### src/rtl/gpmc_pkg.sv
// ============================================================
// Shared constants and types of the pin mode and configuration block.
package gpmc_pkg;

  // Number of pins in the port and pins held by each control register.
  localparam int unsigned PIN_COUNT     = 16;
  localparam int unsigned PINS_PER_REG  = 8;

  // Byte offsets of the registers.
  localparam logic [7:0] OFF_CFG_LOW    = 8'h00;
  localparam logic [7:0] OFF_CFG_HIGH   = 8'h04;
  localparam logic [7:0] OFF_IN_LEVEL   = 8'h08;
  localparam logic [7:0] OFF_OUT_DATA   = 8'h0C;

  // Reset value of both control registers: every pin a floating input.
  localparam logic [31:0] CFG_RESET     = 32'h4444_4444;
  localparam logic [15:0] OUT_RESET     = 16'h0000;

  // Field positions inside one pin nibble.
  localparam int unsigned MODE_LSB      = 0;
  localparam int unsigned CONF_LSB      = 2;
  localparam int unsigned NIBBLE        = 4;

  // AXI response codes.
  localparam logic [1:0] RESP_OKAY      = 2'h0;
  localparam logic [1:0] RESP_SLVERR    = 2'h2;

  // Pin mode field encodings.
  typedef enum logic [1:0] {
    GPMC_MODE_INPUT  = 2'h0,
    GPMC_MODE_OUT10M = 2'h1,
    GPMC_MODE_OUT2M  = 2'h2,
    GPMC_MODE_OUT50M = 2'h3
  } gpmc_mode_t;

  // Decoded pad control for one pin.
  typedef struct packed {
    logic       out_en;     // Output driver active.
    logic       open_drain; // Drive only low; release for high.
    logic       alt_func;   // Output taken from the alternate function unit.
    logic       analog;     // Digital input path disabled.
    logic       pull_en;    // Pull resistor enabled.
    logic       pull_up;    // Pull direction, high means pull-up.
    logic [1:0] speed;      // Copy of the mode field as slew grade.
  } gpmc_pad_t;

endpackage

### src/rtl/gpmc_top.sv
// Decided for this implementation: the AXI4-Lite interface to the registers.
`timescale 1ns/1ns
// How it works
// Mode 00 input, 01/10/11 output speeds
// Input config: analog, floating, pulled, reserved
// Output config: port/alt, push-pull/open-drain
// Low register at 0x00 holds pins 0-7
// High register at 0x04 holds pins 8-15
// Control registers reset to 0x44444444
// Fields change only by software writes
// Input levels readable at 0x08
// Pulled input direction follows output data bit
module gpmc_top (
  input  wire logic                 aclk,
  input  wire logic                 aresetn,
  input  wire logic [7:0]           s_axi_awaddr,
  input  wire logic                 s_axi_awvalid,
  output logic                      s_axi_awready,
  input  wire logic [31:0]          s_axi_wdata,
  input  wire logic [3:0]           s_axi_wstrb,
  input  wire logic                 s_axi_wvalid,
  output logic                      s_axi_wready,
  output logic [1:0]                s_axi_bresp,
  output logic                      s_axi_bvalid,
  input  wire logic                 s_axi_bready,
  input  wire logic [7:0]           s_axi_araddr,
  input  wire logic                 s_axi_arvalid,
  output logic                      s_axi_arready,
  output logic [31:0]               s_axi_rdata,
  output logic [1:0]                s_axi_rresp,
  output logic                      s_axi_rvalid,
  input  wire logic                 s_axi_rready,
  input  wire logic [15:0]          pin_level_in,
  output gpmc_pkg::gpmc_pad_t [15:0] pad_ctrl,
  output logic [15:0]               pin_output_data
);

  // ============================================================
  // Register storage
  logic [31:0] cfg_low_q;      // pin_config_low_half.
  logic [31:0] cfg_high_q;     // pin_config_high_half.
  logic [15:0] out_data_q;     // Output data bits, one per pin.
  logic [15:0] lvl_meta_q;     // First synchroniser stage.
  logic [15:0] lvl_q;          // pin_input_level_reg contents.
  logic [7:0]  aw_addr_q;      // Captured write address.
  logic        aw_have_q;      // Write address held.
  logic [31:0] w_data_q;       // Captured write data.
  logic [3:0]  w_strb_q;       // Captured write strobes.
  logic        w_have_q;       // Write data held.
  logic        do_write;       // Both halves present, commit this cycle.
  logic [31:0] rdata_d;        // Read mux output.
  logic        rd_ok;          // Read address mapped.
  logic        wr_ok;          // Write address mapped.

  // ============================================================
  // Write channel handshakes
  // Address and data are taken independently, in either order, and held until
  // the write commits; neither is taken again until the response has been accepted.
  assign s_axi_awready = aresetn && !aw_have_q && !s_axi_bvalid;
  assign s_axi_wready  = aresetn && !w_have_q && !s_axi_bvalid;
  assign do_write      = aw_have_q && w_have_q && !s_axi_bvalid;

  // Address capture.
  always_ff @(posedge aclk) begin
    if (!aresetn) begin
      aw_have_q <= 1'b0;
      aw_addr_q <= 8'h00;
    end else if (s_axi_awvalid && s_axi_awready) begin
      aw_have_q <= 1'b1;
      aw_addr_q <= s_axi_awaddr;
    end else if (do_write) begin
      aw_have_q <= 1'b0;
    end
  end

  // Data capture.
  always_ff @(posedge aclk) begin
    if (!aresetn) begin
      w_have_q <= 1'b0;
      w_data_q <= 32'h0000_0000;
      w_strb_q <= 4'h0;
    end else if (s_axi_wvalid && s_axi_wready) begin
      w_have_q <= 1'b1;
      w_data_q <= s_axi_wdata;
      w_strb_q <= s_axi_wstrb;
    end else if (do_write) begin
      w_have_q <= 1'b0;
    end
  end

  // Writes to the read-only level register or unmapped words get SLVERR.
  always_comb begin
    wr_ok = (aw_addr_q == gpmc_pkg::OFF_CFG_LOW) || (aw_addr_q == gpmc_pkg::OFF_CFG_HIGH) ||
            (aw_addr_q == gpmc_pkg::OFF_OUT_DATA);
  end

  // Write response, one cycle after the commit.
  always_ff @(posedge aclk) begin
    if (!aresetn) begin
      s_axi_bvalid <= 1'b0;
      s_axi_bresp  <= gpmc_pkg::RESP_OKAY;
    end else if (do_write) begin
      s_axi_bvalid <= 1'b1;
      s_axi_bresp  <= wr_ok ? gpmc_pkg::RESP_OKAY : gpmc_pkg::RESP_SLVERR;
    end else if (s_axi_bready) begin
      s_axi_bvalid <= 1'b0;
    end
  end

  // ============================================================
  // Configuration registers
  // Byte strobes are honoured so a byte write touches two pins only.
  // low register decode
  // high register decode
  // reset to floating inputs
  // software-only updates
  always_ff @(posedge aclk) begin
    if (!aresetn) begin
      cfg_low_q  <= gpmc_pkg::CFG_RESET;
      cfg_high_q <= gpmc_pkg::CFG_RESET;
    end else if (do_write) begin
      for (int b = 0; b < 4; b++) begin
        if (w_strb_q[b] && aw_addr_q == gpmc_pkg::OFF_CFG_LOW) begin
          cfg_low_q[b*8 +: 8] <= w_data_q[b*8 +: 8];
        end
        if (w_strb_q[b] && aw_addr_q == gpmc_pkg::OFF_CFG_HIGH) begin
          cfg_high_q[b*8 +: 8] <= w_data_q[b*8 +: 8];
        end
      end
    end
  end

  // Output data register; its bits also steer pull direction.
  always_ff @(posedge aclk) begin
    if (!aresetn) begin
      out_data_q <= gpmc_pkg::OUT_RESET;
    end else if (do_write && aw_addr_q == gpmc_pkg::OFF_OUT_DATA) begin
      for (int b = 0; b < 2; b++) begin
        if (w_strb_q[b]) begin
          out_data_q[b*8 +: 8] <= w_data_q[b*8 +: 8];
        end
      end
    end
  end
  assign pin_output_data = out_data_q;

  // ============================================================
  // Input level sampling
  // Pin levels are asynchronous, so two flops come before any reader.
  // sampled level capture
  always_ff @(posedge aclk) begin
    if (!aresetn) begin
      lvl_meta_q <= 16'h0000;
      lvl_q      <= 16'h0000;
    end else begin
      lvl_meta_q <= pin_level_in;
      lvl_q      <= lvl_meta_q;
    end
  end

  // ============================================================
  // Read channel
  // Reserved upper bits of the level and data words read as zero.
  always_comb begin
    rd_ok   = 1'b1;
    rdata_d = 32'h0000_0000;
    case (s_axi_araddr)
      gpmc_pkg::OFF_CFG_LOW:  rdata_d = cfg_low_q;
      gpmc_pkg::OFF_CFG_HIGH: rdata_d = cfg_high_q;
      // level register read
      gpmc_pkg::OFF_IN_LEVEL: rdata_d = {16'h0000, lvl_q};
      gpmc_pkg::OFF_OUT_DATA: rdata_d = {16'h0000, out_data_q};
      default:                rd_ok   = 1'b0;
    endcase
  end

  assign s_axi_arready = aresetn && !s_axi_rvalid;

  // Read data registered one cycle after the address is taken.
  always_ff @(posedge aclk) begin
    if (!aresetn) begin
      s_axi_rvalid <= 1'b0;
      s_axi_rdata  <= 32'h0000_0000;
      s_axi_rresp  <= gpmc_pkg::RESP_OKAY;
    end else if (s_axi_arvalid && s_axi_arready) begin
      s_axi_rvalid <= 1'b1;
      s_axi_rdata  <= rdata_d;
      s_axi_rresp  <= rd_ok ? gpmc_pkg::RESP_OKAY : gpmc_pkg::RESP_SLVERR;
    end else if (s_axi_rready) begin
      s_axi_rvalid <= 1'b0;
    end
  end

  // ============================================================
  // Per-pin decode
  // Pure decode of stored fields; the pad sees changes one cycle after a write.
  for (genvar p = 0; p < 16; p++) begin : g_pin
    logic [3:0] nib;
    logic [1:0] mode;
    logic [1:0] conf;
    assign nib  = (p < 8) ? cfg_low_q[(p % 8)*4 +: 4] : cfg_high_q[(p % 8)*4 +: 4];
    assign mode = nib[gpmc_pkg::MODE_LSB +: 2];
    assign conf = nib[gpmc_pkg::CONF_LSB +: 2];
    always_comb begin
      pad_ctrl[p] = '0;
      pad_ctrl[p].speed = mode;
      // mode decode
      case (gpmc_pkg::gpmc_mode_t'(mode))
        gpmc_pkg::GPMC_MODE_INPUT: begin
          // input config; reserved 11 behaves as floating
          pad_ctrl[p].analog  = (conf == 2'h0);
          pad_ctrl[p].pull_en = (conf == 2'h2);
          // pull direction
          pad_ctrl[p].pull_up = (conf == 2'h2) && out_data_q[p];
        end
        default: begin
          // output config
          pad_ctrl[p].out_en     = 1'b1;
          pad_ctrl[p].open_drain = conf[0];
          pad_ctrl[p].alt_func   = conf[1];
        end
      endcase
    end
  end

  // ============================================================
  // Checks
  // reset value check
  chk_cfg_reset_value: assert property (@(posedge aclk)
    $rose(aresetn) |-> cfg_low_q == gpmc_pkg::CFG_RESET && cfg_high_q == gpmc_pkg::CFG_RESET)
    else $error("control register reset value wrong");

  chk_cfg_sw_only: assert property (@(posedge aclk) disable iff (!aresetn)
    !$past(do_write) |-> $stable(cfg_low_q) && $stable(cfg_high_q))
    else $error("control register changed without a write");

  chk_low_write: assert property (@(posedge aclk) disable iff (!aresetn)
    do_write && aw_addr_q == gpmc_pkg::OFF_CFG_LOW && w_strb_q == 4'hF |=>
      cfg_low_q == $past(w_data_q))
    else $error("low register write lost");

  chk_high_write: assert property (@(posedge aclk) disable iff (!aresetn)
    do_write && aw_addr_q == gpmc_pkg::OFF_CFG_HIGH && w_strb_q == 4'hF |=>
      cfg_high_q == $past(w_data_q))
    else $error("high register write lost");

  chk_mode_output: assert property (@(posedge aclk) disable iff (!aresetn)
    cfg_high_q[29:28] != 2'h0 |-> pad_ctrl[15].out_en && pad_ctrl[15].speed == cfg_high_q[29:28])
    else $error("pin 15 output mode not decoded");

  chk_input_conf: assert property (@(posedge aclk) disable iff (!aresetn)
    cfg_low_q[1:0] == 2'h0 |-> !pad_ctrl[0].out_en && pad_ctrl[0].analog == (cfg_low_q[3:2] == 2'h0))
    else $error("pin 0 input config wrong");

  chk_output_conf: assert property (@(posedge aclk) disable iff (!aresetn)
    cfg_low_q[29:28] != 2'h0 |-> pad_ctrl[7].open_drain == cfg_low_q[30] &&
      pad_ctrl[7].alt_func == cfg_low_q[31])
    else $error("pin 7 output config wrong");

  chk_level_read: assert property (@(posedge aclk) disable iff (!aresetn)
    s_axi_arvalid && s_axi_arready && s_axi_araddr == gpmc_pkg::OFF_IN_LEVEL |=>
      s_axi_rvalid && s_axi_rdata == {16'h0000, $past(lvl_q)})
    else $error("level read wrong");

  chk_pull_dir: assert property (@(posedge aclk) disable iff (!aresetn)
    cfg_high_q[3:0] == 4'h8 |-> pad_ctrl[8].pull_en && pad_ctrl[8].pull_up == out_data_q[8])
    else $error("pin 8 pull direction wrong");

endmodule

### config.mk
export PLATFORM = sky130hd
export DESIGN_NAME = gpmc_top
export DESIGN_NICKNAME = d
export VERILOG_FILES = /design/src/rtl/gpmc_pkg.sv /design/src/rtl/gpmc_top.sv
export SDC_FILE = /design/constraint.sdc
export NUM_CORES = 1
export LEC_CHECK = 0
export BUFFER_PORTS_ARGS = -buffer_cell sky130_fd_sc_hd__clkbuf_2
export CORE_AREA = 5 5 132 134
export CTS_CLUSTER_DIAMETER = 80
export CTS_CLUSTER_SIZE = 8
export DETAILED_ROUTE_END_ITERATION = 12
export DIE_AREA = 0 0 137 139
export PLACE_DENSITY_LB_ADDON = 0.08
export SYNTH_ARGS = -nofsm -noshare
export SYNTH_HDL_FRONTEND = slang
export SYNTH_SLANG_ARGS = --single-unit
### constraint.sdc
create_clock -name aclk -period 2.4 [get_ports aclk]
set_input_delay 0.36 -clock aclk [delete_from_list [all_inputs] [get_ports aclk]]
set_output_delay 0.36 -clock aclk [all_outputs]
set_load 0.05 [all_outputs]
======== Word-level counts from Yosys, hierarchy flattened ========
Index checks and enable logic that the tools add are counted.
operators by class
  equality and inequality tests ........... 21
  mux-type cells .......................... 43
  reduce and logical (&&, ||, !) cells .... 90
operators by type and width
  kind                                                             number
  32-bit case mux with 4 select lines                              1
  3-bit two-way mux                                                32
  2-bit zero test                                                  32
  1-bit logical AND                                                35
  2-bit == test, second input constant                             16
  8-bit by 4-bit == test with 1-bit output, second input constant  3
  2-bit AND reduction                                              10
  8-bit by 3-bit == test with 1-bit output, second input constant  2
  8-bit zero test                                                  2
  1-bit two-way mux                                                8
  2-bit nonzero test                                               4
  1-bit zero test                                                  4
  2-bit two-way mux                                                2
  4-bit OR reduction                                               1
  1-bit logical OR                                                 2
storage, ports and cells
  register bits ........................... 196
  output and inout port bits .............. 185
  logic and storage cells ................. 176

======== Depth between registers and ports, before layout ========
Gate-level depths: netlist (run 1).
  depth after elaboration ................. 5
  gate-level depth with buffers ........... 5
  mapped depth without buffers ............ 3

======== Worst setup path before layout (run 1) ========
OpenSTA, ideal clock, no wires.
  path type ............................... reg2out
  from .................................... reg cfg_high_q[16]
  to ...................................... out pad_ctrl[100] in the netlist's numbering
  arrival time ............................ 2.062 ns
  required time ........................... 2.040 ns
  path slack .............................. -0.022 ns
  cell stages (with the launch flop) ...... 4
  path buffers ............................ 1
  cell sequence ........................... dfxtp_1 > or2_2 > clkbuf_1 > nor3_1
RTL lines
  what                             line             text
  start, declared                  gpmc_top.sv:41   logic [31:0] cfg_high_q;
  start signal, assigned           gpmc_top.sv:120  cfg_high_q <= gpmc_pkg::CFG_RESET;
  start signal, assigned by index  gpmc_top.sv:127  cfg_high_q[b*8 +: 8] <= w_data_q[b*8 +: 8];
  end, declared                    gpmc_top.sv:34   output gpmc_pkg::gpmc_pad_t [15:0] pad_ctrl,

==> flow_results.org, run 1 <==
** Status
- The run finished with clean final reports.

** Job
- MaxCap Viol Count :: 0

** Min path
- Class of the most critical hold timing path :: input port to register
- Number of instances on the worst hold path :: 2

** Critical path
- Along the worst path, the maximum fanout reaches 5.
- Worst-path cell with the longest stage delay :: or2_2
- Data arrival, critical path :: 1.76 ns
- The number of buffers and inverters on the critical path is 1.
- The number of cells on the worst reg-to-reg path is 3.
- STA classifies the critical path startpoint as a register.
- The kind of cell with the highest combined delay along the critical path is simple AND/OR/NAND/NOR gates.
- The worst setup path is of the register to primary output kind.
- CP Data Required Time :: 2.04 ns
- Counting buffers and inverters, the worst setup path is 4 cells deep.
- Delay of the slowest cell on the worst path :: 0.36 ns
- Capturing element type of the critical path :: primary output
- The signal on the critical path passes through or2_2, nor2_1, and3_1, clkbuf_2.

** Pwr
- Across the VDD grid, the largest voltage drop is 0.495 mV.
- Static Leak :: 4.82 nW
- For this design the ratio of total power to cell area is 633 nW/um2.

** Yosys
- Sequential cells were found to cover 45.0% of the synthesized design area.
- Library cell with the largest summed area after synthesis :: dfxtp_1
- Number of synthesized register bits :: 194
- Commonest cells post-synth :: dfxtp_1, nand2_1, mux2i_1, and2_1, clkbuf_1
- Post-Synthesis Cells :: 880
- In this run the mean area of a mapped cell was 9.80 um2.
- The mapped netlist covers 8620 um2.
- Number of enable-type register cells in the synthesized netlist :: 0
- During synthesis, Yosys emitted a total of 0 warnings.
- For this run, asynchronously set or reset flops after synthesis account for 0%.
- Flip-flop cell with the highest count after synthesis :: dfxtp_1
- After synthesis, the largest area contributor takes up 45.0% of total cell area.
- In the post-synthesis netlist, the cell with the most instances is dfxtp_1.
- The number of different library cells used by synthesis comes to 37.
- Main area contributors after synthesis :: dfxtp_1, mux2i_1, nand2_1

** Clock network
- Resize count post-CTS :: 0
- CTS clock-pin slew for the worst setup and hold paths :: 0.07 ns
- Total clock buffers created by CTS :: 17
- Cell at the root of the clock tree :: clkbuf_16
- For this design, the CTS-stage hold fixing added 0 buffers.
- In this run the number of H-tree levels came out at 4.
- CTS tree :: done
- Maximum clock insertion buffer count :: 2
- Clk sink count :: 194
- Post-CTS timing repair inserted 0 buffers for setup.
- The clock reaches the later pin of the worst-skew pair after 0.43 ns.

** Final layout
- Registers take 3880 um2.
- Total of fill cells in the finished design :: 1393
- Final Core Density :: 64.1%
- In the final layout, the multi-input gates occupy 4200 um2.
- The number of antenna diodes in the final layout is 0.
- Synthesis-to-finish area growth :: 20.2%
- The post-route netlist has 34.1% of its cells at a drive strength greater than 1.
- Final #Nets :: 1142

** Die
- The die covers 19000 um2.
- In this run the standard cell core region covers 16200 um2.
- The die is 137 um wide.
- Count of standard-cell rows :: 47
- Once the floorplan was initialized, standard cells occupied 53.3% of the core.
- Die Y-Extent :: 139 um
- 260 I/O pins were placed.

** Timing
- Min Tclk post-route :: 2.12 ns
- Dividing the final minimum period by the clock period gives 88.5%.
- RSZ-0062 raised after global routing :: false
- The clock arrives with 0.00863 ns of skew.
- Fin. max-slew vios :: 0
- Final setup fails :: 0
- After routing, the total negative slack on setup checks comes to 0 ns.
- Measured against its own limit, the worst slew margin works out to 43.6%.
- Worst-margin pin slew :: 0.847 ns
- Derived from the worst setup path, the maximum achievable clock frequency is 471 MHz.
- The hold violation count in the final report was 0.

** Global routing
- Number of antenna violations at the first check in global routing :: 0
- Via count of the first global-routing pass :: 6351
- Pin count of the biggest net entering global routing :: 88
- Total routing resource utilization after global routing :: 22.6%
- Congestion Overflow GR :: 0
- The first global-routing pass estimated 34000 um of wire.

** Place
- DPL Wire Length :: 15200 um
- The congestion estimate from routability-driven global placement came to 0.768.
- The count of buffers added on input and output ports is 257.

** Drt
- Remaining DRCs :: 0
- Overall via count from detail_route :: 6583
- Total iterations of the first detailed-routing run :: 5
- Remaining antenna violation count :: 0
- Dividing the detail-routed wire length by the instance count gives 16.5 um.
- After detailed routing, the total wire length is 21400 um.
- After the first detailed-routing iteration, the DRC count stood at 315.
- Dividing the detail-routed via count by the number of cells gives 5.06.
flip-flops by register name (all words and copies together) (netlist names):
signal and flops:
w_strb_q 4, aw_have_q 1, s_axi_rvalid 1, s_axi_bvalid 1
lvl_meta_q 16, aw_addr_q 8, w_have_q 1, cfg_high_q 32
cfg_low_q 32, s_axi_rresp 1, pin_output_data 16, s_axi_bresp 1
s_axi_rdata 32, w_data_q 32, lvl_q 16
where the power goes:
part / total (mW) / leakage [nW] / switching, mW / internal [mW]
Combinational: 0.438 / 2.96 / 0.262 / 0.176
Clock: 2.79 / 0.289 / 1.30 / 1.49
Sequential: 3.32 / 1.58 / 0.0379 / 3.29
worst paths after layout:
kind	from	endpoint	slack, ns
worst max-delay path	cfg_low_q[28]	pad_ctrl[58]	0.28
worst min-delay path	pin_level_in[0]	lvl_meta_q[0]	0.13
worst max register to register	aw_addr_q[5]	cfg_low_q[26]	0.68
worst min register to register	lvl_meta_q[2]	lvl_q[2]	0.44
logic make-up after synthesis:
family / count (synthesis) / share of synthesized area (%)
and+or+nand+nor: 384 / 24.2
DFF: 194 / 45.0
muxes: 120 / 16.3
buffers and inverters: 104 / 7.33
AOI/OAI and AO/OA: 77 / 7.11
other: 1 / 0.0435
per-stage QoR:
stage / hold WS, ns / area [um2] / setup slack [ns] / std cells / total power [mW]
4_1_cts: 0.111 / 10400 / 0.250 / 1300 / 6.62
3_5_place_dp: 0.419 / 9770 / 0.575 / 1268 / 3.84
5_1_grt: 0.130 / 10400 / 0.212 / 1300 / 6.81
3_3_place_gp: 0.414 / 9770 / 0.594 / 1268 / 3.84
2_1_floorplan: 0.412 / 8710 / 0.0619 / 881 / 3.70
6_report: 0.132 / 10400 / 0.275 / 1300 / 6.56
cell type report:
class	count	share of cell area (%)
Timing Repair Buffer	270	13.6
Clock inverter	14	1.42
Clock buffer	18	4.24
Multi-Input combinational cell	583	40.5
Tap cell	220	2.66
Sequential cell	194	37.5
Inverter	1	0.0362
routing by layer:
metal | global-route usage (%) | up-vias | part of all wire (%)
li1 | - | 3304 | -
met3 | 4.75 | 32 | 6.0
met5 | 0 | - | 0
met2 | 36.0 | 188 | 46
met4 | 8.51 | 0 | 2.4
met1 | 30.2 | 3059 | 45
cell usage in the layout, fill, tap and decap left out, drive strengths merged, types with 3 or more instances in the layout:
cell type and instances:
nor2b 34, nand2 167, mux2i 104, nor2 19
buf 14, and2 82, a21boi 39, nand4 6
or2 16, clkbuf 274, nand2b 3, mux4 16
and3b 6, and4 4, o2bb2ai 16, dfxtp 194
and3 20, inv 7, a22o 16, clkinv 7
nor3b 5, nor3 16
(Power assumes the default switching activity.)
==> run 2: changes to the inputs <==
CORE_AREA = 5 5 184 97   (was 5 5 132 134)
DIE_AREA = 0 0 189 102   (was 0 0 137 139)
==> flow_results.org, run 2 (synthesized netlist as in run 1, its figures left out) <==
** Status
- Status :: finished clean

** Global routing
- Congestion Overflow GR :: 0 (unchanged)
- The initial antenna violation count came to 1 (+1).
- Wire length of the first global-routing pass :: 35900 um (+5.5%)
- The largest net degree at the start of global routing came to 81 (-8.0%).
- Via count of the first global-routing pass :: 6447 (+1.5%)
- Total routing resource utilization after global routing :: 23.5% (+0.88 points)

** Die
- The die height came to 102 um (-27%).
- Starting density of the core :: 53.7% (+0.37 points)
- The site row count is 33 (-30%).
- Die X :: 189 um (+38%)
- Die Area :: 19300 um2 (+1.2%)
- # IOs :: 260 (unchanged)
- The area of the core region is 16100 um2 (-0.68%).

** Pwr
- The switching part of the total was 23.8% (-0.61 points).
- The cell internal power dissipation was 4.96 mW (about the same).
- Maximum vdd drop :: 0.551 mV (+11%)
- The total net switching power is 1.55 mW (-3.2%).
- Clock Power Share :: 41.9% (-0.7 points)
- Power density of the placed cells :: 628 nW/um2 (-0.70%)
- The portion of total power attributed to sequential cells is 51.1% (+0.4 points).
- Comb pwr share :: 7.0% (+0.3 points)
- The reported leakage power is 4.81 nW (-0.30%).

** Final layout
- Most common cell after layout, fill and taps aside :: clkbuf_2
- Final non-filler cell total :: 1291 (-0.69%)
- Antenna Cells :: 0 (unchanged)
- The core utilization of the finished layout was 64.5% (+0.42 points).
- Total of fill cells in the finished design :: 1374 (-1.4%)
- Most used cells in the layout excluding fill and tap cells :: clkbuf_2, dfxtp_1, nand2_1, mux2i_1, and2_1
- The number of nets in the layout was 1143 (+0.088%).
- The share of post-route cells with drive strength above 1 came to 33.9% (-0.22 points).
- Synthesis-to-finish area growth :: 20.1% (about the same)

** Critical path
- The worst setup path is of the register to primary output kind.
- Worst-path cell with the longest stage delay :: dfxtp_1
- The largest incremental delay on the critical path was 0.36 ns (about the same).
- The endpoint required time on the critical path is 2.04 ns (about the same).
- Series of cell instances along the critical path :: or2_2, nor2_1, and3_1, clkbuf_2
- The register-to-register setup slack came to 0.56 ns (-0.12 ns).
- STA classifies the critical path endpoint as a primary output.
- The critical-path maximum fanout was 5 (unchanged).
- Data arrival, critical path :: 1.72 ns (-0.04 ns)
- The worst path buffer plus inverter count was 1 (unchanged).
- Family with the most delay on the worst path :: simple AND/OR/NAND/NOR gates
- STA classifies the critical path startpoint as a register.

** Drt
- The post-detailed-route wirelength per cell is 17.8 um (+8.2%).
- The violation count after the first detailed-route iteration came to 404 (+28%).
- Total iterations of the first detailed-routing run :: 5 (unchanged)
- The final routed DRC violation total is 0 (unchanged).
- Detailed-route wire length :: 23000 um (+7.5%)
- Remaining antenna violation count :: 0 (unchanged)
- Via count normalized by instance count :: 5.18 (+2.4%)
- Overall via count from detail_route :: 6692 (+1.7%)

** Timing
- Final setup fails :: 0 (unchanged)
- The highest clock frequency the design can meet came to 480 MHz (+2.0%).
- The worst setup skew after layout is 0.0131 ns (+0.00450 ns).
- The summed negative setup slack over all endpoints was 0 ns (unchanged).
- RSZ-0062 raised after global routing :: false
- Worst rel slew slack :: 52.0% (+8.5 points)
- Hold violation total from the final report :: 0 (unchanged)
- Worst-margin pin slew :: 0.720 ns (-0.127 ns)
- Fin. max-slew vios :: 0 (unchanged)
- The period utilization is 86.8% (-1.8 points).
- Min Tclk post-route :: 2.08 ns (-0.0423 ns)

** Clock network
- Cell at the root of the clock tree :: clkbuf_16
- The later-pin clock latency in the skew report came to 0.43 ns (about the same).
- Resize count post-CTS :: 0 (unchanged)
- Number of hold buffers added after CTS :: 0 (unchanged)
- CTS clock-pin slew for the worst setup and hold paths :: 0.07 ns (about the same)
- Buffer count from post-CTS setup fixing :: 0 (unchanged)
- The TritonCTS sink count came to 194 (unchanged).
- Level count of the clock H-tree :: 4 (unchanged)
- The total clock buffers created by CTS is 17 (unchanged).
- The deepest clock path buffer count came to 2 (unchanged).
- TritonCTS built the clock tree.

** Place
- The post-DP HPWL was 17000 um (+12%).
- The placed instance count is 1259 (-0.71%).
- Quantity of I/O buffers inserted on ports :: 257 (unchanged)
- The placer congestion estimate was 0.803 (+4.5%).

** Min path
- The tightest min-delay check is of the input port to register type.

** Job
- MaxCap Viol Count :: 0 (unchanged)
run 2: changes by cell type in the layout (fill, tap and decap cells not counted), sizes merged:
cell | previous run | this run
clkinv | 7 | 3
clkinvlp | 0 | 5
inv | 7 | 3
buf | 14 | 15
clkbuf | 274 | 277
run 2: power groups by stage:
stage	sequential (mW)	combinational [mW]	clock, mW
finish	3.33	0.456	2.73
global route	3.33	0.498	2.92
CTS	3.33	0.459	2.76
detailed placement	3.40	0.456	0
global placement	3.40	0.455	0
floorplan	3.40	0.304	0
run 2: cell type report:
type / instances / area (um2) / area share, %
multi-input cells: 583 / 4200 / 40.5
flip-flops and latches: 194 / 3880 / 37.5
repair buffers: 271 / 1440 / 13.9
clock buffers: 21 / 460 / 4.45
well taps: 210 / 263 / 2.54
clock inverters: 11 / 104 / 1.00
inverters: 1 / 3.75 / 0.0362
run 2: layer usage:
layer	share of wire, %	track usage, %	wire length, um
met1	51	35.7	11600
met2	42	34.5	9700
met3	6.4	5.29	1470
met4	0.73	4.70	168
met5	0.087	0	20
run 2: worst paths after layout:
check | startpoint | end | depth (start not counted)
max | cfg_low_q[13] | pad_ctrl[26] | 4
max reg2reg | w_have_q | cfg_high_q[27] | 4
min | pin_level_in[7] | lvl_meta_q[7] | 2
min reg2reg | lvl_meta_q[8] | lvl_q[8] | 1
run 2: worst register-to-register path, delay by kind of cell (launching register included):
| family | cells | cell delay [ns] |
|---|---|---|
| mux | 1 | 0.20 |
| flops | 1 | 0.42 |
| buf+inv | 1 | 0.27 |
| simple gates | 2 | 0.82 |
run 2: stage by stage:
| step | hold WS, ns | setup slack, ns | total power [mW] | area [um2] |
|---|---|---|---|---|
| after detailed placement | 0.417 | 0.569 | 3.86 | 9790 |
| after CTS | 0.124 | 0.292 | 6.55 | 10400 |
| after floorplan | 0.412 | 0.0619 | 3.70 | 8710 |
| final | 0.138 | 0.318 | 6.51 | 10400 |
| after global routing | 0.125 | 0.213 | 6.76 | 10400 |
| after global placement | 0.414 | 0.614 | 3.85 | 9790 |
